File: src/include/timer16_map.svh
// Register offsets, field positions and constants of the 16-bit timer capture/compare block
`ifndef TIMER16_MAP_SVH
`define TIMER16_MAP_SVH

// Register byte offsets
`define OFF_CTRL_ONE     8'h00
`define OFF_CTRL_TWO     8'h01
`define OFF_STATUS       8'h02
`define OFF_CAP1_HIGH    8'h03
`define OFF_CAP1_LOW     8'h04
`define OFF_CMP1_HIGH    8'h05
`define OFF_CMP1_LOW     8'h06
`define OFF_CNT_HIGH     8'h07
`define OFF_CNT_LOW      8'h08
`define OFF_ACNT_HIGH    8'h09
`define OFF_ACNT_LOW     8'h0A
`define OFF_CAP2_HIGH    8'h0B
`define OFF_CAP2_LOW     8'h0C
`define OFF_CMP2_HIGH    8'h0D
`define OFF_CMP2_LOW     8'h0E

// Control one fields
`define C1_CAP_IRQ_EN    7
`define C1_CMP_IRQ_EN    6
`define C1_OVF_IRQ_EN    5
`define C1_CAP1_EDGE     1
`define C1_LEVEL2        2
`define C1_LEVEL1        0

// Control two fields
`define C2_OUT1_EN       7
`define C2_OUT2_EN       6
`define C2_ONE_PULSE     5
`define C2_PWM           4
`define C2_CLK_HI        3
`define C2_CLK_LO        2
`define C2_CAP2_EDGE     1
`define C2_EXT_EDGE      0

// Status fields
`define ST_CAP1          7
`define ST_CMP1          6
`define ST_OVF           5
`define ST_CAP2          4
`define ST_CMP2          3

// Reset values
`define CMP_RESET        16'h8000
`define CNT_RESET        16'hFFFC
`define CTRL_RESET       8'h00

// Clock select encodings
`define CLK_DIV4         2'b00
`define CLK_DIV2         2'b01
`define CLK_DIV8         2'b10
`define CLK_EXT          2'b11

`endif

File: src/include/timer16_pkg.sv
// Types shared by the 16-bit timer capture/compare block
package timer16_pkg;
  typedef logic [7:0]  byte_t;
  typedef logic [15:0] count_t;
  typedef logic [1:0]  clk_sel_t;
endpackage : timer16_pkg

File: src/rtl/timer16_capture_compare.sv
// 16-bit timer: clock select, two input captures, two output compares
//
// Operation
// - Both select bits one picks external clock
// - External edge select chooses rising or falling
// - External events synchronised to rising CPU edge
// - Two read-only split capture registers latch count
// - Per-input capture edge select bits
// - One capture interrupt enable for both inputs
// - Capture sets flag, stores count, requests interrupt
// - Capture flag clears: status read, low access
// - High byte read blocks capture until low read
// - Each capture overwrites with latest count
// - Pulse or PWM mode: only input two
// - Capture pin two always feeds capture logic, pin one not in pulse or PWM mode
// - Compare both registers every timer tick
// - Compare registers software only, reset 8000h
// - Match sets flag, drives level, requests interrupt
// - Output disabled: no pin drive, flag kept
// - Compare flag clears: status read, low access
// - High write suppresses compare until low write
// - Divide-by-two matches equal, others equal plus one
// - Counter low write reloads FFFCh
// - Clock choices divide 2, 4, 8, external
`timescale 1ns/1ps
`include "timer16_map.svh"

module timer16_capture_compare (
  input  wire logic              mclk,         // CPU clock, 100 MHz
  input  wire logic              rst,          // Async reset, active high
  input  wire logic [7:0]        addr,         // Register byte address
  input  wire timer16_pkg::byte_t wdata,       // Write data
  input  wire logic              wr,           // Write strobe
  input  wire logic              rd,           // Read strobe
  output timer16_pkg::byte_t     rdata,        // Read data, cycle after strobe
  input  wire logic              cpu_irq_mask, // CPU interrupt mask bit
  input  wire logic              ext_clock_pin,// External counter clock
  input  wire logic [1:0]        capture_pin,  // Capture inputs 1 and 2
  output logic [1:0]             compare_output_pin, // Compare outputs 1 and 2
  output logic [1:0]             compare_pin_oe,     // Output enables of compare pins
  output logic                   timer_irq     // Timer interrupt request
);
  import timer16_pkg::*;

  // ----------------------------------------
  // Registers and decode
  // ----------------------------------------
  byte_t    control_reg_one;
  byte_t    control_reg_two;
  count_t   counter_reg;
  count_t   cap_value_reg [2];
  count_t   cmp_value_reg [2];
  logic [1:0] cap_flag_reg, cmp_flag_reg, cap_armed_reg, cmp_armed_reg;
  logic [1:0] cap_block_reg, cmp_block_reg;
  logic     ovf_flag_reg, ovf_armed_reg;
  logic [1:0] out_latch_reg;
  logic     ext_sync1_reg, ext_sync2_reg, ext_prev_reg;
  logic [1:0] cap_sync1_reg, cap_sync2_reg, cap_prev_reg;
  logic [2:0] presc_reg;
  logic     fall_phase_reg;
  byte_t    rdata_reg;
  logic     irq_reg;

  clk_sel_t clock_select_field;
  logic     tick, ext_event, pwm_or_opm;
  logic [1:0] cap_edge, cap_event, cmp_hit, cap_low_acc, cmp_low_acc, cap_high_rd, cmp_high_wr;
  logic     status_rd, cnt_low_acc, cnt_low_wr;

  assign clock_select_field = {control_reg_two[`C2_CLK_HI], control_reg_two[`C2_CLK_LO]};
  assign pwm_or_opm = control_reg_two[`C2_PWM] | control_reg_two[`C2_ONE_PULSE];
  assign status_rd   = rd && addr == `OFF_STATUS;
  assign cnt_low_acc = (rd | wr) && addr == `OFF_CNT_LOW;
  assign cnt_low_wr  = wr && (addr == `OFF_CNT_LOW || addr == `OFF_ACNT_LOW);
  assign cap_low_acc = {(rd | wr) && addr == `OFF_CAP2_LOW, (rd | wr) && addr == `OFF_CAP1_LOW};
  assign cmp_low_acc = {(rd | wr) && addr == `OFF_CMP2_LOW, (rd | wr) && addr == `OFF_CMP1_LOW};
  assign cap_high_rd = {rd && addr == `OFF_CAP2_HIGH, rd && addr == `OFF_CAP1_HIGH};
  assign cmp_high_wr = {wr && addr == `OFF_CMP2_HIGH, wr && addr == `OFF_CMP1_HIGH};

  // ----------------------------------------
  // Control registers
  // ----------------------------------------
  always_ff @(posedge mclk or posedge rst) begin
    if (rst) begin
      control_reg_one <= `CTRL_RESET;
      control_reg_two <= `CTRL_RESET;
    end else if (wr) begin
      if (addr == `OFF_CTRL_ONE) control_reg_one <= wdata;
      if (addr == `OFF_CTRL_TWO) control_reg_two <= wdata;
    end
  end

  // ----------------------------------------
  // Pin synchronisers
  // ----------------------------------------
  // Two flops before any logic; prev register feeds edge detect
  always_ff @(posedge mclk or posedge rst) begin
    if (rst) begin
      ext_sync1_reg <= 1'b0;
      ext_sync2_reg <= 1'b0;
      ext_prev_reg  <= 1'b0;
      cap_sync1_reg <= 2'b00;
      cap_sync2_reg <= 2'b00;
      cap_prev_reg  <= 2'b00;
    end else begin
      ext_sync1_reg <= ext_clock_pin;
      ext_sync2_reg <= ext_sync1_reg;
      ext_prev_reg  <= ext_sync2_reg;
      cap_sync1_reg <= capture_pin;
      cap_sync2_reg <= cap_sync1_reg;
      cap_prev_reg  <= cap_sync2_reg;
    end
  end

  // ----------------------------------------
  // Timer tick generation
  // ----------------------------------------
  // Falling CPU edges are modelled as a two-phase toggle of the system clock.
  // The prescaler runs from reset and is never cleared by software, so the
  // first internal tick after a clock select change may come early.
  // Trade-off: one shared divider keeps all three rates in step.
  always_ff @(posedge mclk or posedge rst) begin
    if (rst) begin
      presc_reg      <= 3'd0;
      fall_phase_reg <= 1'b0;
    end else begin
      presc_reg      <= presc_reg + 3'd1;
      fall_phase_reg <= ~fall_phase_reg;
    end
  end

  // Chosen transition of the synchronised external clock
  assign ext_event = control_reg_two[`C2_EXT_EDGE] ? (ext_sync2_reg & ~ext_prev_reg)
                                                   : (~ext_sync2_reg & ext_prev_reg);

  always_comb begin
    unique case (clock_select_field)
      `CLK_DIV2: tick = presc_reg[0];
      `CLK_DIV4: tick = presc_reg[1:0] == 2'b11;
      `CLK_DIV8: tick = presc_reg == 3'b111;
      `CLK_EXT:  tick = ext_event;
    endcase
  end

  // ----------------------------------------
  // Free-running counter
  // ----------------------------------------
  always_ff @(posedge mclk or posedge rst) begin
    if (rst)
      counter_reg <= `CNT_RESET;
    else if (cnt_low_wr)
      counter_reg <= `CNT_RESET;
    else if (tick)
      counter_reg <= counter_reg + 16'h0001;
  end

  // Overflow flag, same two-step clear as the others
  always_ff @(posedge mclk or posedge rst) begin
    if (rst) begin
      ovf_flag_reg  <= 1'b0;
      ovf_armed_reg <= 1'b0;
    end else begin
      if (status_rd && ovf_flag_reg) ovf_armed_reg <= 1'b1;
      else if (cnt_low_acc) ovf_armed_reg <= 1'b0;
      if (tick && counter_reg == 16'hFFFF && !cnt_low_wr) ovf_flag_reg <= 1'b1;
      else if (cnt_low_acc && ovf_armed_reg) ovf_flag_reg <= 1'b0;
    end
  end

  // ----------------------------------------
  // Capture and compare channels
  // ----------------------------------------
  generate
    for (genvar i = 0; i < 2; i++) begin : g_chan
      logic edge_sel, level_bit, out_en, cmp_match;

      assign edge_sel  = (i == 0) ? control_reg_one[`C1_CAP1_EDGE]
                                  : control_reg_two[`C2_CAP2_EDGE];
      assign level_bit = (i == 0) ? control_reg_one[`C1_LEVEL1] : control_reg_one[`C1_LEVEL2];
      assign out_en    = (i == 0) ? control_reg_two[`C2_OUT1_EN] : control_reg_two[`C2_OUT2_EN];
      assign cap_edge[i]  = edge_sel ? (cap_sync2_reg[i] & ~cap_prev_reg[i])
                                     : (~cap_sync2_reg[i] & cap_prev_reg[i]);
      // Input one belongs to the pulse modes
      assign cap_event[i] = cap_edge[i] && !cap_block_reg[i]
                            && !(i == 0 && pwm_or_opm);
      // Slow clocks see the match one count later.
      // At divide-by-two the match is judged on the count about to be entered, so the flag
      // and pin rise together with the counter reaching the target value.
      // The divide-by-two target is the value itself, the others value plus one.
      // Hazard: judging the old count would flag one tick late.
      assign cmp_match = (clock_select_field == `CLK_DIV2)
                         ? counter_reg + 16'h0001 == cmp_value_reg[i]
                         : counter_reg == cmp_value_reg[i];
      assign cmp_hit[i] = tick && cmp_match && !cmp_block_reg[i];

      // Capture register and high-byte lock
      always_ff @(posedge mclk or posedge rst) begin
        if (rst) begin
          cap_value_reg[i] <= 16'h0000;
          cap_block_reg[i] <= 1'b0;
        end else begin
          if (cap_event[i]) cap_value_reg[i] <= counter_reg;
          if (cap_high_rd[i]) cap_block_reg[i] <= 1'b1;
          else if (rd && cap_low_acc[i]) cap_block_reg[i] <= 1'b0;
        end
      end

      // Capture flag: set wins over clear
      always_ff @(posedge mclk or posedge rst) begin
        if (rst) begin
          cap_flag_reg[i]  <= 1'b0;
          cap_armed_reg[i] <= 1'b0;
        end else begin
          if (status_rd && cap_flag_reg[i]) cap_armed_reg[i] <= 1'b1;
          else if (cap_low_acc[i]) cap_armed_reg[i] <= 1'b0;
          if (cap_event[i]) cap_flag_reg[i] <= 1'b1;
          else if (cap_low_acc[i] && cap_armed_reg[i]) cap_flag_reg[i] <= 1'b0;
        end
      end

      // Compare value, written only by software
      always_ff @(posedge mclk or posedge rst) begin
        if (rst) begin
          cmp_value_reg[i] <= `CMP_RESET;
          cmp_block_reg[i] <= 1'b0;
        end else begin
          if (cmp_high_wr[i]) begin
            cmp_value_reg[i][15:8] <= wdata;
            cmp_block_reg[i]       <= 1'b1;
          end else if (wr && cmp_low_acc[i]) begin
            cmp_value_reg[i][7:0] <= wdata;
            cmp_block_reg[i]      <= 1'b0;
          end
        end
      end

      // Compare flag and output latch
      always_ff @(posedge mclk or posedge rst) begin
        if (rst) begin
          cmp_flag_reg[i]   <= 1'b0;
          cmp_armed_reg[i]  <= 1'b0;
          out_latch_reg[i]  <= 1'b0;
          compare_pin_oe[i] <= 1'b0;
        end else begin
          if (status_rd && cmp_flag_reg[i]) cmp_armed_reg[i] <= 1'b1;
          else if (cmp_low_acc[i]) cmp_armed_reg[i] <= 1'b0;
          if (cmp_hit[i]) cmp_flag_reg[i] <= 1'b1;
          else if (cmp_low_acc[i] && cmp_armed_reg[i]) cmp_flag_reg[i] <= 1'b0;
          if (cmp_hit[i] && out_en) out_latch_reg[i] <= level_bit;
          compare_pin_oe[i] <= out_en;
        end
      end
    end
  endgenerate

  always_comb compare_output_pin = out_latch_reg;

  // ----------------------------------------
  // Interrupt request
  // ----------------------------------------
  // Flags stay pending while the CPU mask is set.
  // The request is a level; it falls once every enabled flag is clear or the CPU mask is set.
  // Registered so the pin never glitches on decode.
  always_ff @(posedge mclk or posedge rst) begin
    if (rst)
      irq_reg <= 1'b0;
    else
      irq_reg <= !cpu_irq_mask && (
                 (control_reg_one[`C1_CAP_IRQ_EN] && |cap_flag_reg) ||
                 (control_reg_one[`C1_CMP_IRQ_EN] && |cmp_flag_reg) ||
                 (control_reg_one[`C1_OVF_IRQ_EN] && ovf_flag_reg));
  end
  assign timer_irq = irq_reg;

  // ----------------------------------------
  // Read data
  // ----------------------------------------
  always_ff @(posedge mclk or posedge rst) begin
    if (rst)
      rdata_reg <= 8'h00;
    else if (rd) begin
      unique case (addr)
        `OFF_CTRL_ONE:  rdata_reg <= control_reg_one;
        `OFF_CTRL_TWO:  rdata_reg <= control_reg_two;
        `OFF_STATUS:    rdata_reg <= {cap_flag_reg[0], cmp_flag_reg[0], ovf_flag_reg,
                                      cap_flag_reg[1], cmp_flag_reg[1], 3'b000};
        `OFF_CAP1_HIGH: rdata_reg <= cap_value_reg[0][15:8];
        `OFF_CAP1_LOW:  rdata_reg <= cap_value_reg[0][7:0];
        `OFF_CAP2_HIGH: rdata_reg <= cap_value_reg[1][15:8];
        `OFF_CAP2_LOW:  rdata_reg <= cap_value_reg[1][7:0];
        `OFF_CMP1_HIGH: rdata_reg <= cmp_value_reg[0][15:8];
        `OFF_CMP1_LOW:  rdata_reg <= cmp_value_reg[0][7:0];
        `OFF_CMP2_HIGH: rdata_reg <= cmp_value_reg[1][15:8];
        `OFF_CMP2_LOW:  rdata_reg <= cmp_value_reg[1][7:0];
        `OFF_CNT_HIGH, `OFF_ACNT_HIGH: rdata_reg <= counter_reg[15:8];
        `OFF_CNT_LOW,  `OFF_ACNT_LOW:  rdata_reg <= counter_reg[7:0];
        default:        rdata_reg <= 8'h00;  // Unmapped reads as zero
      endcase
    end else
      rdata_reg <= 8'h00;
  end
  assign rdata = rdata_reg;

endmodule : timer16_capture_compare

File: config.mk
export PLATFORM = sky130hd
export DESIGN_NAME = timer16_capture_compare
export DESIGN_NICKNAME = d
export VERILOG_FILES = /design/src/include/timer16_pkg.sv /design/src/rtl/timer16_capture_compare.sv
export VERILOG_INCLUDE_DIRS = /design/src /design/src/include
export SDC_FILE = /design/constraint.sdc
export NUM_CORES = 1
export LEC_CHECK = 0
export ABC_AREA = 0
export ABC_CLOCK_PERIOD_IN_PS = 5380
export BUFFER_PORTS_ARGS = -buffer_cell sky130_fd_sc_hd__buf_4
export CAP_MARGIN = 20
export CORE_MARGIN = 1.5
export CORE_UTILIZATION = 45
export DETAILED_ROUTE_END_ITERATION = 12
export HOLD_SLACK_MARGIN = 0.03
export PLACE_DENSITY = 0.66
export SYNTH_ARGS = -nofsm -noshare
export SYNTH_HDL_FRONTEND = slang
export SYNTH_SLANG_ARGS = --single-unit
File: constraint.sdc
create_clock -name mclk -period 5.38 [get_ports mclk]
set_input_delay 0.269 -clock mclk [delete_from_list [all_inputs] [get_ports mclk]]
set_output_delay 0.269 -clock mclk [all_outputs]
set_load 0.1 [all_outputs]
==> results.ini, run 1 <==
[synthesis]
ys_ff_latch = 135
synth_nets = 664
async_reset_ff_share_pct = 100
ys_warn_count = 0
syn-cell-area_um2 = 7080
synth.yosys.seq_area_share_pct = 48.0
post_synth.cell_area_avg_um2 = 11.1
synth_edf_count = 0
synth-main-ff-cell = dfrtp_1
synth.distinct_cells = 71
syn-instance-count = 637

[detailed_routing]
finalWirelength_mm = 22.9
ant_nets = 0
first_pass_iters = 8
drtIter0Drc = 568
wire_per_inst_um = 25.8
drc = 0
vias_per_cell = 6.33
vias = 5618

[grt]
grt_start_max_net_pins = 79
grt_pass1_vias = 5225
grt_pass1_wl_mm = 34.4
gr-total-overflow = 0
grt_usage_pct = 29.2
grt_antenna_before_repair = 0

[flow_run]
max_cap_violations = 0

[setup_path]
reg2reg_to = compare_output_pin[1]$_DFFE_PP0P_
cpMostUsedCell = nand4_1
critPathBufInv = 0
r2r-start = counter_reg[0]$_DFFE_PP0P_
slowest_delay_ns = 0.55
required_ns = 5.69
start_kind = flop
cp_top_family = simple AND/OR/NAND/NOR gates
cp_max_fo = 10
path_class = flop to flop
crit_path_cell_trace = ha_1 -> nand4b_1 -> nor3_1 -> a2bb2oi_1 -> nand4_1 -> nor4_1 -> nand4_1 -> mux2_1
r2r_slack_ns = 2.08
cp.arrival_ns = 3.61
cp-end-kind = flop
r2r_cells = 8
cpMaxStageDelayCell = dfrtp_1

[floorplan]
dieWidth_um = 128
ios = 37
initial_core_util_pct = 46.4
floorplan.rows = 45
dieArea_um2 = 16500
core_um2 = 15300
die_y_um = 128

[clock_network]
cts_buffer_depth = 2
cts-htree-levels = 4
cts.sinks = 135
cts_tree = yes
cts_root_buf = clkbuf_16
clkLatencyLatePin_ns = 0.43
cts_made_buffers = 17
clk_pin_slew_ns = 0.07

[sta]
layout_min_cycle_time_ns = 3.30
fin_worst_skew_ns = 0.00694
setup_viol = 0
final_hold_viol_count = 0
finalCritPeriodShare_pct = 61.4
fmax_ghz = 0.303
drv_slew = 0
tns_ns = 0
rsz0062_at_grt = false
tightest_slew_ns = 0.993
relSlewSlack_pct = 33.6

[cells_and_area]
utilization_pct = 53.0
finish.net_count = 690
antenna_cells = 0
synthToLayoutAreaGrowth_pct = 14.2
fillCellCount = 1338
drive_gt1_share_pct = 27.5

[worst_hold_path]
hp-class = input port to flop
hold_path_startpoint = wdata[7]
min_to = control_reg_one[7]$_DFFE_PP0P_
hold_depth = 2

[power]
power_density_nw_per_um2 = 381
total_leakage_power_nw = 3.45
ir_worst_vdd_mv = 0.261

[run_status]
outcome = completed

[placed_design]
hpwl_mm = 16.7
port_buffers = 36
gp_congestion = 1.00

## worst max-delay path by stage
stage	slack, ns	depth (start not counted)	from	endpoint
global placement	2.28	7	counter_reg[4]$_DFFE_PP1P_	compare_output_pin[1]$_DFFE_PP0P_
finish	2.08	8	counter_reg[0]$_DFFE_PP0P_	compare_output_pin[1]$_DFFE_PP0P_
CTS	2.22	6	counter_reg[10]$_DFFE_PP1P_	compare_output_pin[1]$_DFFE_PP0P_
detailed placement	2.23	6	counter_reg[10]$_DFFE_PP1P_	compare_output_pin[1]$_DFFE_PP0P_
global route	2.00	6	counter_reg[10]$_DFFE_PP1P_	compare_output_pin[1]$_DFFE_PP0P_
floorplan	1.53	1	rst	cap_armed_reg[0]$_DFFE_PP0P_
## cells in the mapped netlist (all sizes together) (10+ instances only)
library cell / n / area, um2
dfstp: 16 / 420
nor3: 15 / 96.4
a22oi: 19 / 143
nand4: 11 / 75.1
mux2: 80 / 935
inv: 11 / 41.3
o21ai: 23 / 115
nor2: 38 / 161
a222oi: 10 / 100
nand3: 26 / 143
a21oi: 20 / 100
nand2: 47 / 184
xor2: 12 / 105
xnor2: 39 / 342
dfrtp: 119 / 2980
clkbuf: 20 / 76.3
a22o: 10 / 87.6
buf: 18 / 100
## stage by stage
stage	instance area (um2)	cells	setup WS (ns)	power [mW]	hold slack, ns
2_1_floorplan	7080	637	1.53	1.76	0.300
3_3_place_gp	7470	850	2.28	1.95	0.332
3_5_place_dp	7470	850	2.23	1.96	0.339
4_1_cts	8090	887	2.22	3.08	0.119
5_1_grt	8090	887	2.00	3.19	0.117
6_report	8090	887	2.08	3.08	0.128
## cells in the final DEF (no fill, tap or decap), types with 4 or more instances in the layout
master / n
a221oi_1: 9
a21oi_1: 20
mux2_4: 9
mux2i_1: 9
dfrtp_1: 119
clkinvlp_4: 5
inv_6: 5
or4_1: 4
xnor2_1: 39
nand2b_1: 9
a22oi_1: 19
and3_1: 8
dfstp_2: 16
clkbuf_16: 17
nand3_1: 25
dlygate4sd3_1: 5
buf_4: 40
nor3_1: 12
a31oi_1: 7
xor2_1: 12
a222oi_1: 10
nand3b_1: 6
nor2b_1: 4
o21ai_0: 22
mux2_2: 70
nand4_1: 10
inv_1: 10
nor2_1: 36
nor4_2: 4
nand2_1: 46
a22o_1: 10
## power breakdown
part	internal, mW	switching (mW)	total (mW)
Clock	0.608	0.505	1.11
Sequential	1.18	0.254	1.44
Combinational	0.252	0.282	0.535
Total	2.04	1.04	3.08
## what timing repair did
item / in CTS / in global routing
hold endpoints to repair: 70 / 0
hold buffers: 5 / 0
setup buffers: 0 / 0
setup endpoints to repair: 0 / 0
gates resized for setup: 0 / 0
## kinds of logic after synthesis
| logic type | synth area share (%) |
|---|---|
| flops | 48.0 |
| simple gates | 14.3 |
| mux | 14.8 |
| xor+xnor | 6.31 |
| buf+inv | 3.08 |
| fa+ha+maj | 0.672 |
| compound gates | 12.8 |
## cell type report
| cell class | instances | area [um2] | share of cell area (%) |
|---|---|---|---|
| multi-input combinational | 453 | 3460 | 42.8 |
| sequential | 135 | 3400 | 42.0 |
| clock buffer | 17 | 425 | 5.26 |
| timing repair buffer | 45 | 350 | 4.33 |
| tap | 211 | 264 | 3.26 |
| clock inverter | 15 | 140 | 1.73 |
| inverter | 11 | 46.3 | 0.572 |
## layer usage
layer,track usage [%],routed length (um),vias to the layer above
met1,42.9,10100,2860
li1,-,-,2410
met3,6.49,1980,54
met5,0,0,-
met4,12.4,895,0
met2,41.8,9940,294
Note: power is estimated with default switching activity, not from simulation.
==> inputs of run 2 (changes only) <==
--- a/config.mk
+++ b/config.mk
@@ -7,7 +7,7 @@
 export NUM_CORES = 1
 export LEC_CHECK = 0
 export ABC_AREA = 0
-export ABC_CLOCK_PERIOD_IN_PS = 5380
+export ABC_CLOCK_PERIOD_IN_PS = 3100
 export BUFFER_PORTS_ARGS = -buffer_cell sky130_fd_sc_hd__buf_4
 export CAP_MARGIN = 20
 export CORE_MARGIN = 1.5
==> constraint.sdc (replaced) <==
create_clock -name mclk -period 3.1 [get_ports mclk]
set_input_delay 0.155 -clock mclk [delete_from_list [all_inputs] [get_ports mclk]]
set_output_delay 0.155 -clock mclk [all_outputs]
set_load 0.1 [all_outputs]
==> run 2 against run 1 <==
Critical path depth down 1. Core utilization up 2.2 points. Global-route usage increased by 0.30 points. Non-clock buffer count is 35 higher. Combinational power increased by 100%. Die area unchanged. Sequential share of layout area shrank 1.7 points. Register-to-register slack got worse by 2.0 ns. Via count shrank 0.43%. Critical path type unchanged. Highest routed layer unchanged.
==> results.ini, run 2 (synthesis results as in run 1) <==
[power]
ir_worst_vdd_mv = 0.468
total_leakage_power_nw = 3.66
switching_share_pct = 32.9
p_sw_mw = 1.81
p_clk_share_pct = 37.4
power_density_nw_per_um2 = 654
p_comb_share_pct = 19.4
p_int_mw = 3.70
seqPwrFrac_pct = 43.2

[setup_path]
path_class = flop to flop
cpMostUsedCell = nand4_1
required_ns = 3.41
slowest_delay_ns = 0.63
start_kind = flop
cp-end-kind = flop
cp.arrival_ns = 3.31
cpMaxStageDelayCell = nor2b_1
crit_path_cell_trace = nor2b_1 -> mux2i_1 -> xor2_1 -> nand4_1 -> nor4_1 -> nand4_1 -> mux2_1
cp_max_fo = 7

[grt]
grt_usage_pct = 29.5
grt_start_max_net_pins = 66
grt_pass1_wl_mm = 35.1
grt_pass1_vias = 5537
gr-total-overflow = 0
grt_antenna_before_repair = 0

[placed_design]
post-place-cells = 876
hpwl_mm = 16.3
placed_cell_area_um2 = 7690
port_buffers = 36
gp_congestion = 0.984

[sta]
rsz0062_at_grt = false
drv_slew = 0
fmax_ghz = 0.333
tightest_slew_ns = 1.09
relSlewSlack_pct = 27.5
fin_worst_skew_ns = 0.00739
tns_ns = 0
finalCritPeriodShare_pct = 96.9
setup_viol = 0
layout_min_cycle_time_ns = 3.00
final_hold_viol_count = 0

[floorplan]
floorplan.rows = 45
die_y_um = 128
dieWidth_um = 128
ios = 37
core_um2 = 15300
dieArea_um2 = 16500
initial_core_util_pct = 46.4

[detailed_routing]
vias = 5594
finalWirelength_mm = 22.5
vias_per_cell = 6.07
drc = 0
first_pass_iters = 5
drtIter0Drc = 584
wire_per_inst_um = 24.5
ant_nets = 0

[cells_and_area]
synthToLayoutAreaGrowth_pct = 19.1
utilization_pct = 55.2
multi_input_area_um2 = 3470
seq_area_um2 = 3400
fillCellCount = 1336
finish.net_count = 725
drive_gt1_share_pct = 30.0
stdcell_area_um2 = 8430
layout_common_cells = 119 x dfrtp_1, 70 x mux2_2, 64 x buf_4
antenna_cells = 0
final_common_cell = dfrtp_1
stdcell_count = 922

[clock_network]
cts_made_buffers = 17
clkLatencyLatePin_ns = 0.44
cts_root_buf = clkbuf_16
cts_tree = yes
cts.sinks = 135
cts_buffer_depth = 2
clk_pin_slew_ns = 0.06
cts-htree-levels = 4

[worst_hold_path]
hp-class = input port to flop

[flow_run]
max_cap_violations = 0

[run_status]
outcome = completed

run 2: power by group through the flow:
stage	logic (mW)	clock network (mW)	registers [mW]
final	1.07	2.06	2.38
after floorplan	0.847	0	2.21
after global routing	1.16	2.17	2.42
after CTS	1.06	2.09	2.37
after global placement	1.03	0	2.38
after detailed placement	1.04	0	2.39
run 2: worst max-delay path: cells and delay by family, from the launching register on:
| family | cells | cell delay [ns] |
|---|---|---|
| muxes | 2 | 0.76 |
| and+or+nand+nor | 4 | 1.49 |
| DFF | 1 | 0.46 |
| xor gates and xnor gates | 1 | 0.17 |
run 2: stage by stage:
step | setup WS [ns] | total power [mW] | hold WS, ns
3_3_place_gp | 0.359 | 3.40 | 0.105
6_report | 0.0964 | 5.51 | 0.0404
5_1_grt | 0.0258 | 5.75 | 0.0461
3_5_place_dp | 0.241 | 3.43 | 0.111
4_1_cts | 0.178 | 5.51 | 0.0338
2_1_floorplan | 0.756 | 3.06 | 0.186
run 2: timing repair:
item	4_1_cts	5_1_grt
resized for setup	0	1
setup buffers	0	0
hold endpoints to repair	165	0
hold buffers	14	0
setup endpoints to repair	0	1
run 2: cell type report:
type                    count  share of cell area (%)
clock buffers              17                    5.05
multi-input cells         453                    41.1
well taps                 211                    3.13
inverters                  11                   0.534
flip-flops and latches    135                    40.3
clock inverters            15                    2.00
repair buffers             80                    7.84
run 2: final timing paths:
check | from | end | slack (ns) | cells past startpoint
min | wdata[3] | control_reg_one[3]$_DFFE_PP0P_ | 0.04 | 2
max in group asynchronous | rst | cmp_value_reg[15]$_DFFE_PP1P_ | 2.23 | 4
max reg2reg | control_reg_two[2]$_DFFE_PP0P_ | compare_output_pin[1]$_DFFE_PP0P_ | 0.1 | 7
min in group asynchronous | rst | cap_value_reg[4]$_DFFE_PP0P_ | 0.21 | 3
max | control_reg_two[2]$_DFFE_PP0P_ | compare_output_pin[1]$_DFFE_PP0P_ | 0.1 | 7
min reg2reg | cap_sync1_reg[1]$_DFF_PP0_ | cap_sync2_reg[1]$_DFF_PP0_ | 0.35 | 0
run 2: routing by layer:
metal	share of wire [%]	global-route usage (%)	vias to the layer above
met5	0	0	-
met4	3.8	14.1	0
met3	9.6	7.23	48
met2	44	42.3	285
met1	43	42.1	2787
li1	-	-	2474
